<file path="config.mk">
export PLATFORM = sky130hd
export DESIGN_NAME = msd_decoder
export DESIGN_NICKNAME = d
export VERILOG_FILES = /design/src/rtl/msd_pkg.sv /design/src/rtl/msd_ram.sv /design/src/rtl/msd_decoder.sv
export SDC_FILE = /design/constraint.sdc
export NUM_CORES = 2
export LEC_CHECK = 0
export ABC_AREA = 1
export BUFFER_PORTS_ARGS = -buffer_cell sky130_fd_sc_hd__buf_2
export CAP_MARGIN = 40
export CORE_ASPECT_RATIO = 0.9
export CORE_MARGIN = 10
export CORE_UTILIZATION = 35
export DETAILED_ROUTE_END_ITERATION = 10
export PLACE_DENSITY = 0.52
export SLEW_MARGIN = 40
export SYNTH_ARGS = -nofsm -noshare
export SYNTH_HDL_FRONTEND = slang
export SYNTH_SLANG_ARGS = --single-unit
</file>
<file path="constraint.sdc">
create_clock -name sys_clk -period 4.25 [get_ports sys_clk]
set_clock_uncertainty 0.15 [all_clocks]
set_input_delay 0.425 -clock sys_clk [delete_from_list [all_inputs] [get_ports sys_clk]]
set_output_delay 0.425 -clock sys_clk [all_outputs]
set_load 0.02 [all_outputs]
</file>
<file path="src/rtl/msd_pkg.sv">
package msd_pkg;
   // Address widths
   localparam int MSD_CODE_AW = 16;
   localparam int MSD_DATA_AW = 8;
   localparam int MSD_XDATA_AW = 16;
   localparam int MSD_DW = 8;
   // Program space split: internal code covers 0000 up to this limit
   localparam logic [15:0] MSD_ROM_LAST = 16'h1fff;
   // Data RAM halves
   localparam logic [7:0] MSD_LOWER_LAST = 8'h7f;
   localparam int MSD_RAM_BYTES = 256;
   // Register banks
   localparam int MSD_BANK_REGS = 8;
   localparam int MSD_BANK_SEL_LSB = 3;
   localparam int MSD_BANK_SEL_W = 2;
   // Bit addressing
   localparam logic [7:0] MSD_BIT_REG_BASE = 8'h80;
   localparam logic [2:0] MSD_BIT_GROUP_MASK = 3'h0;
   // Reset value of the program status word
   localparam logic [7:0] MSD_PSW_RST = 8'h00;

   // Internal data access mode
   typedef enum logic [1:0] {
      MSD_MODE_DIRECT,
      MSD_MODE_INDIRECT,
      MSD_MODE_REG,
      MSD_MODE_BIT
   } msd_mode_t;

   // Target of an internal data access
   typedef enum logic [1:0] {
      MSD_TGT_LOWER,
      MSD_TGT_UPPER,
      MSD_TGT_SPECIAL,
      MSD_TGT_NONE
   } msd_tgt_t;

   // Internal data request from the core
   typedef struct packed {
      logic valid;
      logic wr;
      msd_mode_t mode;
      logic [7:0] addr;
      logic [7:0] wdata;
      logic bit_val;
   } msd_dreq_t;

   // Program fetch request
   typedef struct packed {
      logic valid;
      logic [15:0] addr;
   } msd_freq_t;

   // External data request through the data pointer
   typedef struct packed {
      logic valid;
      logic wr;
      logic [7:0] wdata;
   } msd_xreq_t;
endpackage

</file>
<file path="src/rtl/msd_ram.sv">
`timescale 1ns/10ps
// Byte store in flip-flops with one write port and one read port
module msd_ram
   import msd_pkg::*;
#(
   parameter int DEPTH = 128,
   parameter int AW = 7
) (
   // Clock and reset
   input wire logic sys_clk,
   input wire logic rst_n,
   // Write side
   input wire logic we,
   input wire logic [AW-1:0] waddr,
   input wire logic [7:0] wdata,
   // Read side
   input wire logic [AW-1:0] raddr,
   output logic [7:0] rdata
);
   logic [7:0] mem_q [DEPTH];

   // Storage cleared at reset so reads are defined
   always_ff @(posedge sys_clk) begin
      if (!rst_n) begin
         for (int i = 0; i < DEPTH; i++) begin
            mem_q[i] <= 8'h00;
         end
      end else if (we) begin
         mem_q[waddr] <= wdata;
      end
   end

   // Combinational read, registered by the parent
   assign rdata = mem_q[raddr];
endmodule // msd_ram

</file>
<file path="src/rtl/msd_decoder.sv">
`timescale 1ns/10ps
// Notes on behaviour
// - Program fetches and data accesses use separate paths and never cross.
// - Program space is read only, up to 64 Kbytes, no write path.
// - Program store strobe pulses only for external fetches, never internal.
// - External access select low sends every fetch outside.
// - Select high: 0000-1FFF internal, 2000-FFFF external.
// - 256 bytes RAM: lower 128, upper 128, plus special register space.
// - Upper RAM and special registers share addresses but separate storage.
// - Lower 128 bytes reachable directly and indirectly, same storage.
// - Lowest 32 bytes are 4 banks of 8, chosen by two status bits.
// - Above 7F, direct goes to special registers, indirect to upper RAM.
// - Stack push and pop are indirect, landing in upper RAM above 7F.
// - 8-bit internal addresses; 16-bit external data address from data pointer.
// - Unoccupied special addresses ignore writes; reads return arbitrary data.
// - Special addresses ending 000 are bit addressable at bit addresses 80-FF.
module msd_decoder
   import msd_pkg::*;
#(
   parameter logic [15:0] ROM_LAST = MSD_ROM_LAST,
   parameter int LOWER_BYTES = 128
) (
   // Clock and reset
   input wire logic sys_clk,
   input wire logic rst_n,
   // Strap pin from the board
   input wire logic external_access_select_n,
   // Program fetch from the core
   input wire msd_freq_t fetch_req,
   input wire logic [7:0] int_code_data,
   input wire logic [7:0] ext_code_data,
   // Internal data access from the core
   input wire msd_dreq_t data_req,
   input wire logic stack_op,
   // Special register space answers
   input wire logic [7:0] spec_rdata,
   input wire logic spec_occupied,
   // External data through the data pointer
   input wire msd_xreq_t xdata_req,
   input wire logic [15:0] data_pointer_pair,
   input wire logic [7:0] ext_data_rdata,
   // Program fetch results
   output logic program_store_strobe_n,
   output logic [15:0] ext_code_addr,
   output logic [15:0] int_code_addr,
   output logic int_code_rd,
   output logic [7:0] fetch_data,
   output logic fetch_done,
   // Internal data results
   output logic [7:0] data_rdata,
   output logic data_done,
   output logic [1:0] data_target,
   // Special register port
   output logic spec_we,
   output logic [7:0] spec_addr,
   output logic [7:0] spec_wdata,
   // External data port
   output logic [15:0] ext_data_addr,
   output logic ext_data_rd,
   output logic ext_data_wr,
   output logic [7:0] ext_data_wdata,
   output logic [7:0] xdata_rdata,
   output logic xdata_done,
   // Current program status word
   output logic [7:0] program_status_word
);
   localparam logic [7:0] PSW_ADDR = 8'hd0;
   localparam int LAW = $clog2(LOWER_BYTES);

   // Bank-relative register address
   function automatic logic [7:0] bank_addr(input logic [1:0] bank, input logic [2:0] n);
      return {3'h0, bank, n};
   endfunction

   // Bit address to byte address; the bit index is taken from its low three bits
   function automatic logic [7:0] bit_byte(input logic [7:0] baddr);
      if (baddr >= MSD_BIT_REG_BASE) begin
         return {baddr[7:3], MSD_BIT_GROUP_MASK};
      end
      return 8'h20 + {4'h0, baddr[6:3]};
   endfunction

   // Strap synchroniser, three stages
   logic ea_s1_q, ea_s2_q, ea_s3_q, ea_n_q;
   always_ff @(posedge sys_clk) begin
      if (!rst_n) begin
         ea_s1_q <= 1'b0;
         ea_s2_q <= 1'b0;
         ea_s3_q <= 1'b0;
      end else begin
         ea_s1_q <= external_access_select_n;
         ea_s2_q <= ea_s1_q;
         ea_s3_q <= ea_s2_q;
      end
   end

   // Accept a change once the later stages agree; starts low (all external) for safety
   always_ff @(posedge sys_clk) begin
      if (!rst_n) begin
         ea_n_q <= 1'b0;
      end else if (ea_s2_q == ea_s3_q) begin
         ea_n_q <= ea_s3_q;
      end
   end

   // Fetch routing; a read only path, there is no code write port at all
   wire fetch_ext = !ea_n_q || (fetch_req.addr > ROM_LAST);
   wire fetch_int = fetch_req.valid && !fetch_ext;

   logic strobe_n_q, int_rd_q, fetch_done_q, fetch_ext_q;
   logic [15:0] code_addr_q;
   logic [7:0] fetch_data_q;
   // Issue cycle drives address and strobe, next cycle captures data
   always_ff @(posedge sys_clk) begin
      if (!rst_n) begin
         strobe_n_q <= 1'b1;
         int_rd_q <= 1'b0;
         code_addr_q <= 16'h0000;
         fetch_ext_q <= 1'b0;
      end else begin
         strobe_n_q <= !(fetch_req.valid && fetch_ext);
         int_rd_q <= fetch_int;
         fetch_ext_q <= fetch_ext;
         if (fetch_req.valid) begin
            code_addr_q <= fetch_req.addr;
         end
      end
   end

   // Capture follows the route chosen at issue, not whatever request stands now
   always_ff @(posedge sys_clk) begin
      if (!rst_n) begin
         fetch_done_q <= 1'b0;
         fetch_data_q <= 8'h00;
      end else begin
         fetch_done_q <= !strobe_n_q || int_rd_q;
         if (!strobe_n_q || int_rd_q) begin
            fetch_data_q <= fetch_ext_q ? ext_code_data : int_code_data;
         end
      end
   end

   // Fetch outputs come straight from the registers above
   assign program_store_strobe_n = strobe_n_q;
   assign int_code_rd = int_rd_q;
   assign ext_code_addr = code_addr_q;
   assign int_code_addr = code_addr_q;
   assign fetch_done = fetch_done_q;
   assign fetch_data = fetch_data_q;

   // Program status word holds the bank select; it lives in special space here
   logic [7:0] psw_q;
   wire [1:0] bank_sel = psw_q[MSD_BANK_SEL_LSB +: MSD_BANK_SEL_W];

   // Stack operations are forced to indirect mode
   wire msd_mode_t eff_mode =
      msd_mode_t'(stack_op ? MSD_MODE_INDIRECT : data_req.mode);

   // Effective byte address for each mode
   wire [7:0] reg_addr = bank_addr(bank_sel, data_req.addr[2:0]);
   wire [7:0] bit_addr = bit_byte(data_req.addr);
   wire [2:0] bit_idx = data_req.addr[2:0];
   wire [7:0] eff_addr = (eff_mode == MSD_MODE_REG) ? reg_addr :
                         (eff_mode == MSD_MODE_BIT) ? bit_addr : data_req.addr;

   // Target selection; lower half ignores mode so both paths meet one store
   msd_tgt_t tgt;
   always_comb begin
      if (eff_addr <= MSD_LOWER_LAST) begin
         tgt = MSD_TGT_LOWER;
      end else if (eff_mode == MSD_MODE_INDIRECT) begin
         tgt = MSD_TGT_UPPER;
      end else begin
         tgt = MSD_TGT_SPECIAL;
      end
   end

   // The status word sits inside the block, so its writes never reach the special port
   wire psw_hit = (tgt == MSD_TGT_SPECIAL) && (eff_addr == PSW_ADDR);
   wire spec_live = spec_occupied || psw_hit;

   // Read before write for bit updates, current byte from the selected store
   logic [7:0] lower_rd, upper_rd;
   wire [7:0] cur_byte = (tgt == MSD_TGT_LOWER) ? lower_rd :
                         (tgt == MSD_TGT_UPPER) ? upper_rd :
                         psw_hit ? psw_q : spec_rdata;
   // Bit writes merge one bit into the current byte; stores only ever see whole bytes
   wire [7:0] bit_mask = 8'h01 << bit_idx;
   wire [7:0] wr_byte = (eff_mode == MSD_MODE_BIT) ?
                        ((cur_byte & ~bit_mask) | ({8{data_req.bit_val}} & bit_mask)) : data_req.wdata;

   // Write enables; each store sees only the requests routed to it
   wire do_wr = data_req.valid && data_req.wr;
   wire lower_we = do_wr && (tgt == MSD_TGT_LOWER);
   wire upper_we = do_wr && (tgt == MSD_TGT_UPPER);
   wire spec_w = do_wr && (tgt == MSD_TGT_SPECIAL) && spec_occupied && !psw_hit;

   // Lower and upper halves are separate stores, 256 bytes in all
   msd_ram #(.DEPTH(LOWER_BYTES), .AW(LAW)) u_lower (
      .sys_clk(sys_clk),
      .rst_n(rst_n),
      .we(lower_we),
      .waddr(eff_addr[LAW-1:0]),
      .wdata(wr_byte),
      .raddr(eff_addr[LAW-1:0]),
      .rdata(lower_rd)
   );
   msd_ram #(.DEPTH(MSD_RAM_BYTES - LOWER_BYTES), .AW(LAW)) u_upper (
      .sys_clk(sys_clk),
      .rst_n(rst_n),
      .we(upper_we),
      .waddr(eff_addr[LAW-1:0]),
      .wdata(wr_byte),
      .raddr(eff_addr[LAW-1:0]),
      .rdata(upper_rd)
   );

   // Status word write; unoccupied special addresses drop writes
   always_ff @(posedge sys_clk) begin
      if (!rst_n) begin
         psw_q <= MSD_PSW_RST;
      end else if (do_wr && psw_hit) begin
         psw_q <= wr_byte;
      end
   end

   // Registered results and special port
   logic [7:0] rdata_q, spec_addr_q, spec_wdata_q;
   logic done_q, spec_we_q;
   logic [1:0] tgt_q;
   always_ff @(posedge sys_clk) begin
      if (!rst_n) begin
         rdata_q <= 8'h00;
         done_q <= 1'b0;
         tgt_q <= 2'(MSD_TGT_NONE);
         spec_we_q <= 1'b0;
         spec_addr_q <= 8'h00;
         spec_wdata_q <= 8'h00;
      end else begin
         done_q <= data_req.valid;
         spec_we_q <= spec_w;
         if (data_req.valid) begin
            tgt_q <= (tgt == MSD_TGT_SPECIAL && !spec_live) ? 2'(MSD_TGT_NONE) : 2'(tgt);
            spec_addr_q <= eff_addr;
            spec_wdata_q <= wr_byte;
            // Bit reads return the bit in the low position
            rdata_q <= (eff_mode == MSD_MODE_BIT) ? {7'h00, cur_byte[bit_idx]} : cur_byte;
         end
      end
   end

   // Internal data outputs, all registered
   assign data_rdata = rdata_q;
   assign data_done = done_q;
   assign data_target = tgt_q;
   assign spec_we = spec_we_q;
   assign spec_addr = spec_addr_q;
   assign spec_wdata = spec_wdata_q;
   assign program_status_word = psw_q;

   // External data: address always the full data pointer
   logic [15:0] xaddr_q;
   logic xrd_q, xwr_q, xdone_q;
   logic [7:0] xwdata_q, xrdata_q;
   always_ff @(posedge sys_clk) begin
      if (!rst_n) begin
         xaddr_q <= 16'h0000;
         xrd_q <= 1'b0;
         xwr_q <= 1'b0;
         xwdata_q <= 8'h00;
      end else begin
         xrd_q <= xdata_req.valid && !xdata_req.wr;
         xwr_q <= xdata_req.valid && xdata_req.wr;
         if (xdata_req.valid) begin
            xaddr_q <= data_pointer_pair;
            xwdata_q <= xdata_req.wdata;
         end
      end
   end

   // Read data captured one cycle after the strobe
   always_ff @(posedge sys_clk) begin
      if (!rst_n) begin
         xdone_q <= 1'b0;
         xrdata_q <= 8'h00;
      end else begin
         xdone_q <= xrd_q || xwr_q;
         if (xrd_q) begin
            xrdata_q <= ext_data_rdata;
         end
      end
   end

   assign ext_data_addr = xaddr_q;
   assign ext_data_rd = xrd_q;
   assign ext_data_wr = xwr_q;
   assign ext_data_wdata = xwdata_q;
   assign xdata_rdata = xrdata_q;
   assign xdata_done = xdone_q;
endmodule // msd_decoder

</file>
==> report_table.html <==
<table>
<tr><th>Metric</th><th>Value</th></tr>
<tr><th colspan="2">Run status</th></tr>
<tr><td>Run status</td><td>finished, violations left</td></tr>
<tr><td>Failing checks</td><td>setup timing</td></tr>
<tr><th colspan="2">Setup path</th></tr>
<tr><td>Category of the most critical setup path</td><td>in2reg</td></tr>
<tr><td>Register-to-Register Setup Slack</td><td>roughly 0.02 ns</td></tr>
<tr><td>Required time of the worst setup path</td><td>roughly 4.7 ns</td></tr>
<tr><td>FF-to-FF End</td><td>u_upper.mem_q[118][6]</td></tr>
<tr><td>Maximum fanout along the worst path</td><td>23</td></tr>
<tr><td>Critical path data arrival time</td><td>between 4 and 5 ns</td></tr>
<tr><td>Element type at the critical path end</td><td>register</td></tr>
<tr><td>Dominant delay contributor by cell family on the critical path</td><td>simple AND/OR/NAND/NOR gates</td></tr>
<tr><td>Crit path buffers/inverters</td><td>12</td></tr>
<tr><td>Crit path largest cell delay</td><td>roughly 0.32 ns</td></tr>
<tr><td>Cell occurring most often along the worst timing path</td><td>nand2_1</td></tr>
<tr><td>Startpoint kind of the worst setup timing path</td><td>input port</td></tr>
<tr><td>Startpoint of the worst register-to-register path</td><td>program_status_word[4]</td></tr>
<tr><td>Cell with the biggest individual delay on the critical path</td><td>nor2_1</td></tr>
<tr><td>Number of cell instances on the worst register-to-register path</td><td>23</td></tr>
<tr><th colspan="2">STA</th></tr>
<tr><td>Unrepaired setup endpoints after global routing</td><td>yes</td></tr>
<tr><td>Achievable clock frequency</td><td>233.6 MHz</td></tr>
<tr><td>Hold WS</td><td>just under 0.05 ns</td></tr>
<tr><td>Total setup violations reported at the end of the flow</td><td>16</td></tr>
<tr><td>Post-route setup slack</td><td>-0.03135 ns</td></tr>
<tr><td>Total negative slack</td><td>-0.2046 ns</td></tr>
<tr><td>Share of the cycle needed by the critical path after routing</td><td>1.007</td></tr>
<tr><td>Relative slew slack</td><td>0.4044</td></tr>
<tr><td>Transition at the pin with the smallest max-transition slack</td><td>roughly 0.89 ns</td></tr>
<tr><td>Fin. max-slew vios</td><td>0</td></tr>
<tr><td>Number of endpoints with negative hold slack in the final report</td><td>0</td></tr>
<tr><td>Minimum clock period</td><td>approximately 4.3 ns</td></tr>
<tr><th colspan="2">Logic synthesis</th></tr>
<tr><td>Number of enable flip-flop cells after synthesis</td><td>~2000</td></tr>
<tr><td>Post-synthesis net count</td><td>about 11000</td></tr>
<tr><td>Post-synthesis sequential element count</td><td>between 2000 and 2500</td></tr>
<tr><td>Area contributors post-synth</td><td>edfxtp_1 (61%), nand2_1 (14%), nor2_1 (11%)</td></tr>
<tr><td>Post-Synthesis Cells</td><td>11124</td></tr>
<tr><td>Yosys warns</td><td>0</td></tr>
<tr><td>Cell type with the highest aggregate area in the netlist</td><td>edfxtp_1</td></tr>
<tr><td>Area share of the largest cell type after synthesis</td><td>0.6138</td></tr>
<tr><td>Synth Area per Inst</td><td>9.008 sq um</td></tr>
<tr><td>Most used flip-flop cell after synthesis</td><td>edfxtp_1</td></tr>
<tr><td>Number of distinct library cell variants in the gate-level netlist after synthesis</td><td>36</td></tr>
<tr><td>Proportion of register bits with asynchronous set or reset after synthesis</td><td>0</td></tr>
<tr><td>Sequential fraction of the synthesis area</td><td>0.6343</td></tr>
<tr><td>Post-synthesis instance area</td><td>100200 sq um</td></tr>
<tr><th colspan="2">GRT</th></tr>
<tr><td>Total track usage</td><td>0.2246</td></tr>
<tr><td>Number of antenna violations at the first check in global routing</td><td>9</td></tr>
<tr><td>Maximum number of pins on one net before global-route repair</td><td>98</td></tr>
<tr><td>First-pass GRT wire length</td><td>between 500000 and 600000 microns</td></tr>
<tr><td>Global route overflow</td><td>0</td></tr>
<tr><td>Vias in the first global route</td><td>around 80000</td></tr>
<tr><th colspan="2">CTS</th></tr>
<tr><td>Clock-pin slew on the worst setup and hold paths</td><td>0.06 ns</td></tr>
<tr><td>Max clock buf depth</td><td>4</td></tr>
<tr><td>Clock insertion delay at the later pin of the skew report</td><td>a little over 0.9 ns</td></tr>
<tr><td>H-tree depth</td><td>4</td></tr>
<tr><td>Cell at the root of the clock tree</td><td>clkbuf_16</td></tr>
<tr><td>CTS tree</td><td>yes</td></tr>
<tr><td>Num CTS Buffers</td><td>between 200 and 250</td></tr>
<tr><td>Sinks on Clock Net</td><td>~2200</td></tr>
<tr><th colspan="2">Placed design</th></tr>
<tr><td>HPWL after detailed placement</td><td>between 200000 and 250000 microns</td></tr>
<tr><td>Count of input and output buffers</td><td>around 210</td></tr>
<tr><td>Placer Congestion</td><td>~0.96</td></tr>
<tr><th colspan="2">Worst hold path</th></tr>
<tr><td>Hold Path Class</td><td>in2reg</td></tr>
<tr><td>Min-Delay Path Depth</td><td>7</td></tr>
<tr><td>Min-Delay Startpoint</td><td>data_req[13]</td></tr>
<tr><td>Terminating pin of the worst hold path</td><td>spec_addr[4]</td></tr>
<tr><th colspan="2">Detailed routing</th></tr>
<tr><td>ANT nets after route</td><td>0</td></tr>
<tr><td>Number of violations reported at the end of detailed-routing iteration 0</td><td>10239</td></tr>
<tr><td>Detailed Routing Iterations Pass 1</td><td>6</td></tr>
<tr><td>Sum of routed wire length over all layers</td><td>roughly 370000 microns</td></tr>
<tr><td>Average wire per cell in the routed design</td><td>~23 microns</td></tr>
<tr><td>Number of vias in the routed layout</td><td>around 83000</td></tr>
<tr><td>DR vias/cell</td><td>5.244</td></tr>
<tr><td>Residual DRC count</td><td>0</td></tr>
<tr><th colspan="2">Power</th></tr>
<tr><td>Worst ir drop on vdd</td><td>~0.4 mV</td></tr>
<tr><td>Total power density per cell area</td><td>about 430 nW/um^2</td></tr>
<tr><td>Leakage power</td><td>between 50 and 60 nW</td></tr>
<tr><th colspan="2">Layout</th></tr>
<tr><td>Fraction of layout instances using a drive strength above 1</td><td>0.1344</td></tr>
<tr><td>Top library cells by usage in the layout, fill and taps aside</td><td>nand2_1 (3640), nor2_1 (2853), edfxtp_1 (2048)</td></tr>
<tr><td>Area growth from synthesis to final layout</td><td>21.79%</td></tr>
<tr><td>Net count of the finished layout</td><td>12010</td></tr>
<tr><td>Most common cell after layout, fill and taps aside</td><td>nand2_1</td></tr>
<tr><th colspan="2">Die</th></tr>
<tr><td>Number of placed I/O pins</td><td>approximately 220</td></tr>
<tr><td>Standard cell core area</td><td>285100 sq um</td></tr>
<tr><td>Placement Rows</td><td>between 150 and 200</td></tr>
<tr><td>Floorplan die width</td><td>584 microns</td></tr>
<tr><td>Vertical die dimension</td><td>roughly 530 microns</td></tr>
<tr><td>Initial cell density of the core</td><td>0.3515</td></tr>
<tr><td>DIE AREA</td><td>~300000 sq um</td></tr>
<tr><th colspan="2">Flow run</th></tr>
<tr><td>Max Cap Viol</td><td>0</td></tr>
</table>
==> layer usage <==
| metal | vias to the layer above | global-route usage | wire [microns] | part of all wire |
|---|---|---|---|---|
| met1 | 40781 | 0.3198 | 154900 | 0.42 |
| met3 | 553 | 0.04130 | 35780 | 0.098 |
| met2 | 4011 | 0.3501 | 164100 | 0.45 |
| met5 | - | 0 | 26 | 0.000071 |
| li1 | 37877 | - | - | - |
| met4 | 4 | 0.06511 | 10380 | 0.028 |
==> cells by family (layout without fill, tap and decap cells) <==
group	Yosys count	count (layout)	synth area share
buffers and inverters	1040	2021	0.04846
multiplexers	8	8	0.0007992
AO/OA/AOI/OAI	885	885	0.04490
other	0	5	0
flip-flops	2151	2151	0.6343
AND/OR/NAND/NOR	7040	7040	0.2715
==> state kept, by name (all words and copies together) (netlist names), 2 cells and up <==
name	cells
spec_wdata	8
u_lower.mem_q	1024
ext_code_addr	16
ext_data_wdata	8
ext_data_addr	16
data_rdata	8
u_upper.mem_q	1024
xdata_rdata	8
fetch_data	8
program_status_word	8
data_target	2
spec_addr	8
==> final cells by class <==
cell class / count / area [sq um]
diodes: 5 / 12.51
clock buffers: 278 / 6148
clock inverters: 157 / 1599
fillers: 27671 / 163100
inverters: 254 / 1086
multi-input cells: 7933 / 32080
flip-flops and latches: 2151 / 63560
well taps: 3760 / 4705
repair buffers: 1330 / 12810
repair inverters: 2 / 25.02
==> worst min-delay path, delay by kind of cell <==
kind / cells / cell delay, ns
buffers and inverters: 4 / 0.40
AO/OA/AOI/OAI: 2 / 0.18
AND/OR/NAND/NOR: 1 / 0.06
==> synthesized netlist by cell type (2+ instances only) <==
| master | instances |
|---|---|
| nand2_1 | 3650 |
| nor2_1 | 2877 |
| edfxtp_1 | 2048 |
| o21ai_0 | 607 |
| nand3_1 | 437 |
| buf_2 | 308 |
| clkbuf_1 | 283 |
| inv_1 | 228 |
| a21oi_1 | 222 |
| buf_4 | 128 |
| dfxtp_1 | 103 |
| buf_1 | 55 |
| nand4_1 | 36 |
| o21ai_1 | 31 |
| inv_2 | 20 |
| nand3b_1 | 18 |
| buf_6 | 11 |
| a22oi_1 | 10 |
| nor3_1 | 9 |
| mux2i_1 | 8 |
| o211ai_1 | 8 |
| nor2_2 | 6 |
| clkinv_1 | 5 |
| nor2_4 | 2 |
| nor3_2 | 2 |
| o21bai_1 | 2 |
==> worst max path at each step <==
stage | start | end | slack [ns] | depth (start not counted)
2_1_floorplan | stack_op | u_lower.mem_q[0][3] | 0.92 | 25
3_3_place_gp | stack_op | u_upper.mem_q[45][0] | -1.12 | 22
3_5_place_dp | data_req[18] | u_upper.mem_q[112][4] | -1.10 | 29
4_1_cts | program_status_word[4] | u_upper.mem_q[108][3] | 0.01 | 25
5_1_grt | stack_op | u_lower.mem_q[116][0] | -0.02 | 27
6_report | stack_op | u_upper.mem_q[118][6] | -0.03 | 30
==> power by group <==
part	leakage, nW	switching (mW)	internal [mW]
sequential	22.2	0.227	23.8
clock	3.79	8.79	12.3
combinational	25.0	4.74	2.10
total	51.0	13.8	38.2
==> metrics by stage <==
stage                     worst slack (ns)  cell area, sq um  power, mW  std cells  utilization
after floorplan                     0.9195            100200      27.64      11124            -
after global placement              -1.117            112300      30.90      15278       0.3938
after detailed placement            -1.102            112300      30.93      15279       0.3939
after CTS                          0.01500            121400      51.94      15844       0.4259
after global routing              -0.02076            122000      53.52      15868       0.4280
final                             -0.03135            122000      51.93      15870       0.4281
==> repair_timing <==
item	in CTS	in global routing
cloned	1	12
pin swaps	5	6
setup endpoints to repair	863	1636
resized for setup	14	62
endpoints found under the hold margin	102	0
buffers inserted	13	9
hold buffers	116	0
(Power assumes the default switching activity.)
